--- src/verilog/spi_flags_pkg.sv ---
package spi_flags_pkg;
	// Register location in the special function space
	localparam logic [7:0] CTRL_FLAGS_ADDR = 8'hf8;
	// Bit addresses of the bit-addressable register start here
	localparam logic [7:0] CTRL_BIT_BASE   = 8'hf8;
	// Field positions of spi_control_flags
	localparam int DONE_BIT     = 7;
	localparam int CLASH_BIT    = 6;
	localparam int CONFLICT_BIT = 5;
	localparam int OVERFLOW_BIT = 4;
	localparam int MODE_HI_BIT  = 3;
	localparam int MODE_LO_BIT  = 2;
	localparam int TXEMPTY_BIT  = 1;
	localparam int ENABLE_BIT   = 0;
	// Reset values of the mode and enable fields
	localparam logic [1:0] MODE_RESET   = 2'h1;
	localparam logic       ENABLE_RESET = 1'b0;
	// Mode code in which a low select pin means another master
	localparam logic [1:0] MODE_MULTI_MASTER = 2'h1;
	// Bits of one slave transfer, as a last-bit index
	localparam logic [2:0] LAST_BIT_INDEX = 3'h7;
	localparam logic [2:0] BIT_COUNT_ZERO = 3'h0;
endpackage : spi_flags_pkg

--- src/verilog/pin_sync.sv ---
`timescale 1ns/1ps
// Two-stage synchroniser for asynchronous pin levels
module pin_sync
	import spi_flags_pkg::*;
#(
	parameter int WIDTH = 1
) (
	// Clock and reset
	input  wire logic             ref_clk,
	input  wire logic             rst,
	// Pins and synchronised levels
	input  wire logic [WIDTH-1:0] pin_in,
	output logic      [WIDTH-1:0] pin_sync_out
);
	logic [WIDTH-1:0] meta_ff;
	logic [WIDTH-1:0] sync_ff;
	logic [WIDTH-1:0] nxt_meta;
	logic [WIDTH-1:0] nxt_sync;

	// First stage is read only by the second
	always_comb begin
		nxt_meta = pin_in;
		nxt_sync = meta_ff;
	end

	// Reset high so an idle select pin reads inactive
	always_ff @(posedge ref_clk) begin
		if (rst) begin
			meta_ff <= '1;
			sync_ff <= '1;
		end else begin
			meta_ff <= nxt_meta;
			sync_ff <= nxt_sync;
		end
	end

	assign pin_sync_out = sync_ff;
endmodule : pin_sync

--- src/verilog/spi_control_flags.sv ---
`timescale 1ns/1ps
module spi_control_flags
	import spi_flags_pkg::*;
(
	// Clock and reset
	input  wire logic       ref_clk,
	input  wire logic       rst,
	// Special function register port
	input  wire logic [7:0] sfr_addr,
	input  wire logic       sfr_wr,
	input  wire logic       sfr_bit_wr,
	input  wire logic       sfr_bit_val,
	input  wire logic [7:0] sfr_wdata,
	input  wire logic       sfr_rd,
	output logic      [7:0] sfr_rdata,
	// Core status and control from the rest of the port
	input  wire logic       master_enable,
	input  wire logic       master_done,
	input  wire logic       master_busy,
	input  wire logic       data_write,
	input  wire logic       rx_unread,
	input  wire logic       transmit_buffer_empty,
	input  wire logic       spi_int_enable,
	// Bus pins
	input  wire logic       sck_pin,
	input  wire logic       select_pin,
	// Status and control outputs
	output logic            spi_irq,
	output logic      [1:0] select_pin_mode,
	output logic            port_enable,
	output logic            slave_last_bit
);
	logic [1:0] pins_sync;
	logic       sck_s;
	logic       sel_s;
	logic       sck_prev_ff, nxt_sck_prev;
	logic [2:0] bit_cnt_ff, nxt_bit_cnt;
	logic       last_bit_ff, nxt_last_bit;
	logic       done_ff, nxt_done;
	logic       clash_ff, nxt_clash;
	logic       conflict_ff, nxt_conflict;
	logic       overflow_ff, nxt_overflow;
	logic [1:0] mode_ff, nxt_mode;
	logic       enable_ff, nxt_enable;
	logic       irq_ff, nxt_irq;
	logic [7:0] rdata_ff, nxt_rdata;
	logic [7:0] wmask;
	logic [7:0] wval;
	logic       busy;
	logic       slave_end;
	logic       conflict_cond;

	// Bit-addressed write selects one lane, byte write selects all
	function automatic logic [7:0] lane_mask(input logic [7:0] addr, input logic bit_wr,
		input logic byte_wr);
		logic [7:0] m;
		m = 8'h00;
		if (byte_wr && addr == CTRL_FLAGS_ADDR)
			m = 8'hff;
		else if (bit_wr && addr[7:3] == CTRL_BIT_BASE[7:3])
			m[addr[2:0]] = 1'b1;
		return m;
	endfunction : lane_mask

	// Select and serial clock cross into ref_clk here
	pin_sync #(.WIDTH(2)) u_sync (
		.ref_clk      (ref_clk),
		.rst          (rst),
		.pin_in       ({sck_pin, select_pin}),
		.pin_sync_out (pins_sync)
	);
	assign sck_s = pins_sync[1];
	assign sel_s = pins_sync[0];

	// Write decode shared by all writable fields
	always_comb begin
		wmask = lane_mask(sfr_addr, sfr_bit_wr, sfr_wr);
		wval  = sfr_bit_wr ? {8{sfr_bit_val}} : sfr_wdata;
	end

	// Slave bit counter; counts sampling edges while selected
	always_comb begin
		nxt_sck_prev = sck_s;
		nxt_bit_cnt  = bit_cnt_ff;
		nxt_last_bit = 1'b0;
		if (master_enable || sel_s) begin
			nxt_bit_cnt = BIT_COUNT_ZERO;
		end else if (sck_s && !sck_prev_ff) begin
			nxt_bit_cnt  = bit_cnt_ff + 3'h1;
			nxt_last_bit = (bit_cnt_ff == LAST_BIT_INDEX);
		end
	end

	always_ff @(posedge ref_clk) begin
		if (rst) begin
			sck_prev_ff <= 1'b1; // Same as synchroniser reset, no false edge
			bit_cnt_ff  <= BIT_COUNT_ZERO;
			last_bit_ff <= 1'b0;
		end else begin
			sck_prev_ff <= nxt_sck_prev;
			bit_cnt_ff  <= nxt_bit_cnt;
			last_bit_ff <= nxt_last_bit;
		end
	end

	// Slave transfer ends on the last sampled bit
	assign slave_end     = last_bit_ff;
	assign busy          = master_busy || (bit_cnt_ff != BIT_COUNT_ZERO);
	assign conflict_cond = !sel_s && master_enable && mode_ff == MODE_MULTI_MASTER;

	// Flags: hardware set wins over a software clear in the same cycle
	always_comb begin
		nxt_done     = wmask[DONE_BIT]     ? wval[DONE_BIT]     : done_ff;
		nxt_clash    = wmask[CLASH_BIT]    ? wval[CLASH_BIT]    : clash_ff;
		nxt_conflict = wmask[CONFLICT_BIT] ? wval[CONFLICT_BIT] : conflict_ff;
		nxt_overflow = wmask[OVERFLOW_BIT] ? wval[OVERFLOW_BIT] : overflow_ff;
		if (master_done || slave_end)
			nxt_done = 1'b1;
		if (data_write && busy)
			nxt_clash = 1'b1;
		if (conflict_cond)
			nxt_conflict = 1'b1;
		if (slave_end && rx_unread)
			nxt_overflow = 1'b1;
		nxt_mode = mode_ff;
		if (wmask[MODE_HI_BIT])
			nxt_mode[1] = wval[MODE_HI_BIT];
		if (wmask[MODE_LO_BIT])
			nxt_mode[0] = wval[MODE_LO_BIT];
		nxt_enable = wmask[ENABLE_BIT] ? wval[ENABLE_BIT] : enable_ff;
		// Request repeats while any flag stays set
		nxt_irq = spi_int_enable && (done_ff || clash_ff || conflict_ff || overflow_ff);
	end

	always_ff @(posedge ref_clk) begin
		if (rst) begin
			done_ff     <= 1'b0;
			clash_ff    <= 1'b0;
			conflict_ff <= 1'b0;
			overflow_ff <= 1'b0;
			mode_ff     <= MODE_RESET;
			enable_ff   <= ENABLE_RESET;
			irq_ff      <= 1'b0;
		end else begin
			done_ff     <= nxt_done;
			clash_ff    <= nxt_clash;
			conflict_ff <= nxt_conflict;
			overflow_ff <= nxt_overflow;
			mode_ff     <= nxt_mode;
			enable_ff   <= nxt_enable;
			irq_ff      <= nxt_irq;
		end
	end

	// Read data registered; unmapped address reads zero
	always_comb begin
		nxt_rdata = rdata_ff;
		if (sfr_rd)
			nxt_rdata = (sfr_addr == CTRL_FLAGS_ADDR) ?
				{done_ff, clash_ff, conflict_ff, overflow_ff, mode_ff,
				 transmit_buffer_empty, enable_ff} : 8'h00;
	end

	always_ff @(posedge ref_clk) begin
		if (rst)
			rdata_ff <= 8'h00;
		else
			rdata_ff <= nxt_rdata;
	end

	assign sfr_rdata       = rdata_ff;
	assign spi_irq         = irq_ff;
	assign select_pin_mode = mode_ff;
	assign port_enable     = enable_ff;
	assign slave_last_bit  = last_bit_ff;

	done_set_a: assert property (@(posedge ref_clk) disable iff (rst)
		master_done |=> done_ff)
		else $error("transfer done flag not set");
	done_hold_a: assert property (@(posedge ref_clk) disable iff (rst)
		done_ff && !wmask[DONE_BIT] |=> done_ff)
		else $error("transfer done flag cleared by hardware");
	irq_raise_a: assert property (@(posedge ref_clk) disable iff (rst)
		spi_int_enable && master_done |=> ##1 spi_irq)
		else $error("interrupt not raised after transfer");
	clash_set_a: assert property (@(posedge ref_clk) disable iff (rst)
		data_write && master_busy |=> clash_ff ##1 (spi_irq || !$past(spi_int_enable)))
		else $error("write clash not flagged");
	conflict_set_a: assert property (@(posedge ref_clk) disable iff (rst)
		!sel_s && master_enable && select_pin_mode == MODE_MULTI_MASTER |=> conflict_ff)
		else $error("master conflict not flagged");
	overflow_set_a: assert property (@(posedge ref_clk) disable iff (rst)
		slave_last_bit && rx_unread |=> overflow_ff)
		else $error("receive overflow not flagged");
	slave_end_a: assert property (@(posedge ref_clk) disable iff (rst)
		slave_last_bit |-> $past(bit_cnt_ff) == LAST_BIT_INDEX)
		else $error("slave end not on last bit");
	mode_write_a: assert property (@(posedge ref_clk) disable iff (rst)
		sfr_wr && !sfr_bit_wr && sfr_addr == CTRL_FLAGS_ADDR
		|=> select_pin_mode == $past(sfr_wdata[MODE_HI_BIT:MODE_LO_BIT]))
		else $error("select mode field not written");

	// Status flags hold until software writes their bit; slave end sets done; no request while disabled
	clash_hold_a: assert property (@(posedge ref_clk) disable iff (rst)
		clash_ff && !wmask[CLASH_BIT] |=> clash_ff)
		else $error("write clash flag cleared by hardware");
	conflict_hold_a: assert property (@(posedge ref_clk) disable iff (rst)
		conflict_ff && !wmask[CONFLICT_BIT] |=> conflict_ff)
		else $error("master conflict flag cleared by hardware");
	overflow_hold_a: assert property (@(posedge ref_clk) disable iff (rst)
		overflow_ff && !wmask[OVERFLOW_BIT] |=> overflow_ff)
		else $error("receive overflow flag cleared by hardware");
	slave_done_a: assert property (@(posedge ref_clk) disable iff (rst)
		slave_last_bit |=> done_ff)
		else $error("slave transfer end did not set done flag");
	irq_quiet_a: assert property (@(posedge ref_clk) disable iff (rst)
		!spi_int_enable |=> !spi_irq)
		else $error("interrupt raised while disabled");
endmodule : spi_control_flags

--- config.mk ---
export PLATFORM = sky130hd
export DESIGN_NAME = spi_control_flags
export DESIGN_NICKNAME = d
export VERILOG_FILES = /design/src/verilog/spi_flags_pkg.sv /design/src/verilog/pin_sync.sv /design/src/verilog/spi_control_flags.sv
export SDC_FILE = /design/constraint.sdc
export NUM_CORES = 1
export LEC_CHECK = 0
export BUFFER_PORTS_ARGS = -buffer_cell sky130_fd_sc_hd__buf_2
export CAP_MARGIN = 20
export CORE_MARGIN = 2
export CORE_UTILIZATION = 48
export CTS_BUF_LIST = sky130_fd_sc_hd__clkbuf_16
export CTS_CLUSTER_SIZE = 10
export DETAILED_ROUTE_END_ITERATION = 6
export PLACE_DENSITY_LB_ADDON = 0.08
export SLEW_MARGIN = 20
export SYNTH_ARGS = -nofsm -noshare
export SYNTH_HDL_FRONTEND = slang
export SYNTH_SLANG_ARGS = --single-unit
--- constraint.sdc ---
create_clock -name ref_clk -period 2.32 [get_ports ref_clk]
set_input_delay 0.58 -clock ref_clk [delete_from_list [all_inputs] [get_ports ref_clk]]
set_output_delay 0.58 -clock ref_clk [all_outputs]
set_load 0.01 [all_outputs]
==> results of run 1 <==
cell type report:
cell class	count	area, µm²	area share
tap	30	37.5	0.0247
inverter	7	26.3	0.0173
sequential	25	500	0.329
timing repair buffer	43	218	0.143
multi-input combinational	91	662	0.435
clock buffer	3	75.1	0.0493
clock inverter	1	3.75	0.00247
logic make-up (layout without fill, tap and decap cells):
logic type | count (synthesis) | in the layout | share of synthesized area
AND/OR/NAND/NOR | 52 | 52 | 0.266
flip-flops | 25 | 25 | 0.404
buffers and inverters | 14 | 54 | 0.0607
adder cells (fa/ha/maj) | 3 | 3 | 0.0303
AO/OA/AOI/OAI | 29 | 29 | 0.183
XOR/XNOR | 1 | 1 | 0.00708
multiplexers | 6 | 6 | 0.0485
synthesized netlist by cell type:
cell | count | area share
mux2i_1 | 6 | 0.049
nor4b_1 | 1 | 0.0071
a2111oi_4 | 1 | 0.022
or4bb_1 | 1 | 0.0091
nand3_1 | 11 | 0.044
inv_1 | 7 | 0.021
a41oi_1 | 1 | 0.0071
xnor2_1 | 1 | 0.0071
nor2b_1 | 1 | 0.0051
nand2b_1 | 9 | 0.045
nor4b_4 | 1 | 0.019
o21ai_0 | 2 | 0.0081
a21oi_1 | 13 | 0.053
nor3_1 | 1 | 0.0040
a22oi_1 | 1 | 0.0061
buf_6 | 3 | 0.027
a211oi_2 | 1 | 0.010
a2111oi_2 | 2 | 0.024
dfxtp_1 | 25 | 0.40
a311oi_1 | 4 | 0.028
nand4_2 | 1 | 0.010
a21boi_0 | 1 | 0.0061
or3b_4 | 1 | 0.0091
clkbuf_1 | 4 | 0.012
a211oi_1 | 2 | 0.012
nor4_1 | 2 | 0.010
nand4_1 | 1 | 0.0051
nor2_1 | 9 | 0.027
or4b_1 | 1 | 0.0081
or3b_1 | 2 | 0.014
nor3b_1 | 1 | 0.0061
o31ai_1 | 1 | 0.0061
ha_1 | 3 | 0.030
or2_2 | 6 | 0.030
nand2_1 | 2 | 0.0061
or3_1 | 1 | 0.0051
metal layers:
layer | up-vias | routed length (µm)
li1 | 550 | -
met1 | 505 | 1210
met2 | 24 | 1330
met3 | 2 | 119
met4 | 0 | 12
met5 | - | 0
through the flow:
stage | utilization | cell area, µm² | setup WS [ns] | power (µW)
floorplan | - | 1240 | 0.453 | 506
global placement | 0.588 | 1440 | 0.301 | 537
detailed placement | 0.588 | 1440 | 0.297 | 539
CTS | 0.620 | 1520 | 0.534 | 911
global route | 0.620 | 1520 | 0.446 | 941
finish | 0.620 | 1520 | 0.529 | 903
path summary, 6_finish.rpt:
kind / cells past startpoint / end / slack (ns)
worst max-delay path: 5 / conflict_ff$_SDFFE_PP0P_ / 0.53
worst min-delay path: 1 / u_sync.pin_sync_out[0]$_SDFF_PP1_ / 0.41
worst max register to register: 4 / bit_cnt_ff[2]$_SDFFE_PP0N_ / 1.21
worst min register to register: 1 / u_sync.pin_sync_out[0]$_SDFF_PP1_ / 0.41
flip-flops by register name, summed over array words and instances (netlist names):
register / cells
sfr_rdata: 8
bit_cnt_ff: 3
clash_ff: 1
slave_last_bit: 1
spi_irq: 1
port_enable: 1
done_ff: 1
select_pin_mode: 2
overflow_ff: 1
sck_prev_ff: 1
u_sync.pin_sync_out: 2
conflict_ff: 1
u_sync.meta_ff: 2
where the power goes:
group	leakage, µW	switching, µW	total [µW]	internal (µW)
Clock	0.0000423	143	373	230
Combinational	0.000379	49.2	89.1	39.9
Sequential	0.000203	3.86	441	437
worst max-delay path: stages:
cell and delay (ns):
buf_2 0.18, or3b_1 0.38, a2111oi_2 0.41, mux2i_1 0.26, a21oi_1 0.10
==> flow_metrics.env, run 1 <==
export IMPL_hold_viol=0
export IMPL_routabilityCongestion=0.780
export IMPL_cap_violations=0
export IMPL_dr_pass1_iters=4
export IMPL_area_delta_synth_final_pct=23.1
export IMPL_relSlewSlack=0.719
export IMPL_drc=0
export IMPL_worstPathArrival_ns=1.91
export IMPL_avgSynthCellArea_um2=9.52
export IMPL_layout_drive_gt1_share=0.347
export IMPL_clkTransAtPathRegs_ns=0.06
export IMPL_initial_core_util=0.504
export IMPL_cts_sinks=25
export IMPL_r2r_start="bit_cnt_ff[0]$_SDFFE_PP0N_"
export IMPL_slew_violations=0
export IMPL_n_antenna_cell=0
export IMPL_grt_start_max_net_pins=24
export IMPL_hp_class="flop to flop"
export IMPL_layoutNonFillerInstCount=200
export IMPL_clk_latency_ns=0.26
export IMPL_met2_usage=0.345
export IMPL_die_h_um=54.8
export IMPL_die_w_um=54.8
export IMPL_wl_mm=2.67
export IMPL_syn_inst=130
export IMPL_startpoint_type="input port"
export IMPL_clock_skew_ns=0.00299
export IMPL_post_cts_resized=0
export IMPL_numCtsBuffers=3
export IMPL_clockBufferDepth=2
export IMPL_ios=44
export IMPL_cp_max_fo=10
export IMPL_final_common_cell="buf_2"
export IMPL_fin_setup_tns_ns=0
export IMPL_required_ns=2.44
export IMPL_powerDensity_mw_per_mm2=593
export IMPL_placed_cells=196
export IMPL_syn_cell_area_mm2=0.00124
export IMPL_fp_dieArea_mm2=0.00300
export IMPL_status="complete, no violations"
export IMPL_post_route_min_period_ns=1.79
export IMPL_yosys_warnings=0
export IMPL_dpl_hpwl_mm=1.95
export IMPL_vias=1081
export IMPL_worst_pin_slew_ns=0.421
export IMPL_cts_tree="built"
export IMPL_ant_nets=0
export IMPL_antenna_found_initial=0
export IMPL_core_area_mm2=0.00245
export IMPL_crit_type="input port to flop"
export IMPL_fin_crit_sh=0.772
export IMPL_overflow=0
export IMPL_ys_seq_area_frac=0.404
export IMPL_grt_usage=0.194
export IMPL_root_buffer="clkbuf_16"
export IMPL_rsz0062_at_grt="false"
export IMPL_vias_per_cell=5.41
export IMPL_cp_end_kind="flop"
export IMPL_cts_setup_buffers=0
export IMPL_synth_cell_types=36
export IMPL_grt_busiest_layer="met2"
export IMPL_ys_seq_elements=25
export IMPL_whs_ns=0.409
export IMPL_met3_usage=0.0464
export IMPL_rows=18
export IMPL_hold_buffers=0
export IMPL_min_from="u_sync.meta_ff[0]$_SDFF_PP1_"
export IMPL_portBuffers=42
export IMPL_wl_per_cell_um=13.4
export IMPL_cts_max_level=1
export IMPL_critPathLaunch="sfr_addr[2]"
export IMPL_drtIter0Drc=9
export IMPL_gr_usage_met1=0.221
export IMPL_setup_viol=0
export IMPL_synthesis_nets=164
export IMPL_grt_pass1_wl_mm=4.15
export IMPL_fin_nets=205
export IMPL_fmax_mhz=558
export IMPL_mostFrequentLayoutCells="buf_2 (42), dfxtp_1 (25), a21oi_1 (13), nand3_1 (11)"
export IMPL_power_leakage_uw=0.000625
export IMPL_grt_pass1_vias=1016
export IMPL_ir_drop_mv=0.503
export IMPL_n_fill_cell=220
(Power assumes the default switching activity.)
==> run 2, diff against run 1 <==
- ABC_AREA: unset -> 1
- clock period: 2.32 -> 1.75 ns (I/O delays scaled with it)
==> run 2 against run 1 <==
Cell area is 1.1% higher. Critical endpoint is now select_pin_mode[1]. Global-route usage is 0.74 points lower. Worst setup slack worse by 0.054 ns. Non-clock buffer count fell by 1. Clock skew is 0.0018 ns higher. Hold slack lost 0.048 ns. Sequential power rose by 36%. First-iteration DRC count increased to 3.0 times the previous value. Critical path depth shrank 4. Sequential cell count stayed put. Sequential share of layout area is 0.35 points lower. Clock power up 31%. Critical path type is now flop to primary output.
==> flow_metrics.env, run 2 <==
export IMPL_dr_pass1_iters=4
export IMPL_power_leakage_uw=0.000757
export IMPL_fp_dieArea_mm2=0.00302
export IMPL_required_ns=1.31
export IMPL_ios=44
export IMPL_crit_slowest_cell="dfxtp_1"
export IMPL_worstPathArrival_ns=0.84
export IMPL_grt_usage=0.187
export IMPL_power_frac_comb=0.109
export IMPL_fmax_mhz=785
export IMPL_portBuffers=42
export IMPL_rows=18
export IMPL_status="complete, no violations"
export IMPL_numCtsBuffers=3
export IMPL_die_h_um=55.0
export IMPL_worst_r2r_path_depth=7
export IMPL_setup_ws_ns=0.476
export IMPL_ir_drop_mv=0.754
export IMPL_pre_cts_ws_ns=0.340
export IMPL_wl_per_cell_um=11.0
export IMPL_sw_frac_of_total=0.219
export IMPL_hold_end="u_sync.meta_ff[0]$_SDFF_PP1_"
export IMPL_worst_pin_slew_ns=0.390
export IMPL_cts_setup_buffers=0
export IMPL_synth_top_cell_area_share=0.402
export IMPL_grt_pass1_wl_mm=4.11
export IMPL_cts_max_level=1
export IMPL_clkTransAtPathRegs_ns=0.06
export IMPL_layoutNonFillerInstCount=237
export IMPL_cp_end_kind="primary output"
export IMPL_area_delta_synth_final_pct=23.5
export IMPL_syn_cell_area_mm2=0.00125
export IMPL_internal_power_uw=953
export IMPL_root_buffer="clkbuf_16"
export IMPL_pwr_share_clk=0.401
export IMPL_rsz0062_at_grt="false"
export IMPL_initial_core_util=0.503
export IMPL_yosys_top_cells_area="dfxtp_1 (40%), nand2_1 (9.9%), nand3_1 (6.0%)"
export IMPL_clock_skew_ns=0.00477
export IMPL_yosys_warnings=0
export IMPL_drc=0
export IMPL_layout_drive_gt1_share=0.348
export IMPL_cts_sinks=25
export IMPL_final_util=0.621
export IMPL_synth_edff_count=0
export IMPL_hold_viol=0
export IMPL_core_area_mm2=0.00248
export IMPL_yosysTopAreaCell="dfxtp_1"
export IMPL_critPathBufInv=1
export IMPL_largest_reg_flops=8
export IMPL_grt_start_max_net_pins=17
export IMPL_synthTopCellsByCount="nand2_1 (33), dfxtp_1 (25), nor2_1 (16)"
export IMPL_antenna_found_initial=0
export IMPL_cap_violations=0
export IMPL_critPathLaunch="select_pin_mode[1]$_SDFFE_PP0P_"
export IMPL_crit_family="flip-flops"
export IMPL_fin_setup_tns_ns=0
export IMPL_ys_seq_area_frac=0.402
export IMPL_crit_chain="buf_2"
export IMPL_min_from="select_pin"
export IMPL_fin_nets=242
export IMPL_ys_seq_elements=25
export IMPL_cts_tree="built"
export IMPL_power_frac_seq=0.490
export IMPL_ys_async_sr_fraction=0
export IMPL_clockBufferDepth=2
export IMPL_drtIter0Drc=27
export IMPL_ant_nets=0
export IMPL_r2r_start="bit_cnt_ff[0]$_SDFFE_PP0N_"
export IMPL_post_route_min_period_ns=1.27
export IMPL_holdPathStages=2
export IMPL_cpPeakStageDelay_ns=0.42
export IMPL_mostFrequentLayoutCells="buf_2 (42), nand2_1 (33), dfxtp_1 (25), nor2_1 (16)"
export IMPL_synth_cell_types=25
export IMPL_startpoint_type="flop"
export IMPL_setup_viol=0
export IMPL_fin_crit_sh=0.728
export IMPL_switching_power_uw=268
export IMPL_syn_inst=165
export IMPL_wl_mm=2.61
export IMPL_post_cts_resized=0
export IMPL_synth_most_common_cell="nand2_1"
export IMPL_placed_cells=233
export IMPL_crit_type="flop to primary output"
export IMPL_powerDensity_mw_per_mm2=794
export IMPL_avgSynthCellArea_um2=7.55
export IMPL_slew_violations=0
export IMPL_regToRegSetupSlack_ns=0.50
export IMPL_n_antenna_cell=0
export IMPL_routabilityCongestion=0.783
export IMPL_grt_pass1_vias=1046
export IMPL_hold_buffers=0
export IMPL_cp_max_fo=4
export IMPL_synth_ff_type="dfxtp_1"
export IMPL_final_common_cell="buf_2"
export IMPL_n_fill_cell=259
export IMPL_vias=1200
export IMPL_dpl_hpwl_mm=2.05
export IMPL_r2r_end="clash_ff$_SDFFE_PP0P_"
export IMPL_hp_class="input port to flop"
export IMPL_vias_per_cell=5.06
export IMPL_relSlewSlack=0.739
export IMPL_synthesis_nets=199
export IMPL_overflow=0
export IMPL_clk_latency_ns=0.25
export IMPL_die_w_um=55.0
run 2: logic make-up after synthesis:
logic type	Yosys count	share of synthesized area
adders and majority gates	3	0.0301
buffers and inverters	19	0.0733
AOI/OAI and AO/OA	30	0.151
DFF	25	0.402
and+or+nand+nor	88	0.344
run 2: per-layer routing:
| metal | track usage | part of all wire | vias up |
|---|---|---|---|
| met1 | 0.231 | 0.45 | 532 |
| met5 | 0 | 0 | - |
| met2 | 0.333 | 0.49 | 40 |
| li1 | - | - | 624 |
| met4 | 0.0488 | 0.0069 | 0 |
| met3 | 0.0323 | 0.053 | 4 |
run 2: through the flow:
stage	total power [µW]	cell area [µm²]	hold WS, ns
2_1_floorplan	684	1250	0.389
3_3_place_gp	740	1460	0.394
3_5_place_dp	745	1460	0.400
4_1_cts	1230	1540	0.361
5_1_grt	1280	1540	0.366
6_report	1220	1540	0.362
run 2: cell type report:
type | instances | area (µm²) | share of cell area
Sequential cell | 25 | 500 | 0.325
Inverter | 15 | 56.3 | 0.0366
Clock buffer | 3 | 75.1 | 0.0488
Multi-Input combinational cell | 121 | 654 | 0.425
Timing Repair Buffer | 42 | 210 | 0.137
Tap cell | 30 | 37.5 | 0.0244
Clock inverter | 1 | 5.00 | 0.00325
run 2: how the worst max path moves through the flow:
stage,cells past startpoint,endpoint
floorplan,7,done_ff$_SDFFE_PP0P_
global placement,7,done_ff$_SDFFE_PP0P_
detailed placement,7,done_ff$_SDFFE_PP0P_
CTS,7,clash_ff$_SDFFE_PP0P_
global route,7,clash_ff$_SDFFE_PP0P_
finish,1,select_pin_mode[1]
run 2: power by group through the flow:
stage / registers (µW) / clock network (µW) / logic, µW
detailed placement: 611 / 0 / 134
global route: 601 / 525 / 151
CTS: 599 / 498 / 135
floorplan: 615 / 0 / 68.7
finish: 599 / 489 / 133
global placement: 610 / 0 / 130
==> run 3, diff against run 2 <==
- clock period: 1.75 -> 1.2 ns (I/O delays scaled with it)
==> run 3 against run 2 <==
Sequential power is 46% higher. First-iteration DRC count is 48% lower. Clock-buffer cell count stayed put. Worst setup slack worse by 0.43 ns. Sequential share of layout area is 2.2 points lower. Core utilization is 4.8 points higher. Global-route usage is 1.8 points higher. Hold slack worse by 0.14 ns. Critical path depth is 4 higher. Cell count is 4.2% higher. Combinational power is 61% higher. Via count is 3.0% higher. Largest cell class unchanged.
==> flow_metrics.env, run 3 (synthesized netlist as in run 2, its figures left out) <==
export IMPL_critPathLaunch="bit_cnt_ff[0]$_SDFFE_PP0N_"
export IMPL_n_antenna_cell=0
export IMPL_fp_dieArea_mm2=0.00302
export IMPL_die_w_um=55.0
export IMPL_clock_skew_ns=0.00493
export IMPL_initial_core_util=0.503
export IMPL_area_delta_synth_final_pct=33.1
export IMPL_ant_nets=0
export IMPL_fin_nets=252
export IMPL_hold_buffers=0
export IMPL_crit_chain="buf_4, ha_2, ha_1, nand2_1, a21oi_2"
export IMPL_wl_per_cell_um=11.1
export IMPL_cts_sinks=25
export IMPL_wl_mm=2.73
export IMPL_dr_pass1_iters=4
export IMPL_crit_slowest_cell="dfxtp_2"
export IMPL_grt_start_max_net_pins=17
export IMPL_cts_tree="built"
export IMPL_cts_max_level=1
export IMPL_ios=44
export IMPL_fin_setup_tns_ns=0
export IMPL_drtIter0Drc=14
export IMPL_cp_max_fo=2
export IMPL_worstPathArrival_ns=1.31
export IMPL_r2r_start="bit_cnt_ff[0]$_SDFFE_PP0N_"
export IMPL_drc=0
export IMPL_cap_violations=0
export IMPL_fin_crit_sh=0.961
export IMPL_grt_pass1_vias=1083
export IMPL_vias_per_cell=5.00
export IMPL_final_common_cell="buf_2"
export IMPL_rsz0062_at_grt="false"
export IMPL_root_buffer="clkbuf_16"
export IMPL_clockBufferDepth=2
export IMPL_critPathBufInv=1
export IMPL_startpoint_type="flop"
export IMPL_fmax_mhz=867
export IMPL_power_total_uw=1800
export IMPL_regToRegSetupSlack_ns=0.05
export IMPL_largest_reg_flops=8
export IMPL_vias=1236
export IMPL_routabilityCongestion=0.859
export IMPL_power_leakage_uw=0.000809
export IMPL_min_from="sck_pin"
export IMPL_status="complete, no violations"
export IMPL_hp_class="input port to flop"
export IMPL_powerDensity_mw_per_mm2=1090
export IMPL_layout_drive_gt1_share=0.424
export IMPL_mostFrequentLayoutCells="buf_2 (42), nand2_1 (33), dfxtp_1 (23), nor2_1 (16), nand3_1 (14)"
export IMPL_post_route_min_period_ns=1.15
export IMPL_crit_type="flop to flop"
export IMPL_setup_viol=0
export IMPL_cp_end_kind="flop"
export IMPL_clkTransAtPathRegs_ns=0.06
export IMPL_hold_viol=0
export IMPL_worst_pin_slew_ns=0.329
export IMPL_required_ns=1.35
export IMPL_cpPeakStageDelay_ns=0.32
export IMPL_final_util=0.670
export IMPL_antenna_found_initial=0
export IMPL_overflow=0
export IMPL_slew_violations=0
export IMPL_grt_usage=0.205
export IMPL_clk_latency_ns=0.26
export IMPL_dpl_hpwl_mm=2.04
export IMPL_crit_family="adder cells"
export IMPL_grt_pass1_wl_mm=4.38
export IMPL_relSlewSlack=0.781
export IMPL_core_area_mm2=0.00248
export IMPL_rows=18
export IMPL_portBuffers=42
export IMPL_numCtsBuffers=3
export IMPL_die_h_um=55.0
export IMPL_whs_ns=0.223
export IMPL_ir_drop_mv=1.03
## run 3: cell types whose count changed in the layout (fill, tap and decap cells not counted), sizes merged
cell,delta
inv,+1
buf,+10
clkinv,-1
## run 3: final cells by class
type                       count  area, µm²
sequential                    25        503
multi-input combinational    121        686
inverter                      15       56.3
clock inverter                 1       3.75
clock buffer                   3       75.1
timing repair buffer          52        298
tap                           30       37.5
fill                         228        818
## run 3: per-layer routing
metal  global-route usage  part of all wire  vias up
li1                     -                 -      647
met4               0.0813             0.011        0
met2                0.363              0.49       33
met1                0.231              0.44      550
met3               0.0565             0.054        6
met5                    0                 0        -
## run 3: path summary, 6_finish.rpt
kind	to	cells past startpoint
hold / removal	u_sync.meta_ff[1]$_SDFF_PP1_	2
hold reg to reg	u_sync.pin_sync_out[0]$_SDFF_PP1_	1
setup reg to reg	bit_cnt_ff[2]$_SDFFE_PP0N_	5
setup / recovery	bit_cnt_ff[2]$_SDFFE_PP0N_	5
## run 3: what timing repair did
action / CTS / global route
setup buffers: 6 / 0
setup endpoints to repair: 1 / 3
endpoints found under the hold margin: 0 / 0
pin swaps: 4 / 6
cloned: 0 / 0
resized for setup: 10 / 2
## run 3: report_power, final
part	switching [µW]	internal (µW)	total [µW]
Combinational	116	98.1	214
Sequential	13.1	859	872
Clock	272	445	717
Total	401	1400	1800
## run 3: through the flow
step	setup slack (ns)	area, µm²	instances
after global placement	-0.0550	1520	240
after global routing	0.00270	1660	247
after CTS	-0.0209	1670	249
after floorplan	0.102	1250	165
final	0.0465	1660	247
after detailed placement	-0.0736	1520	240
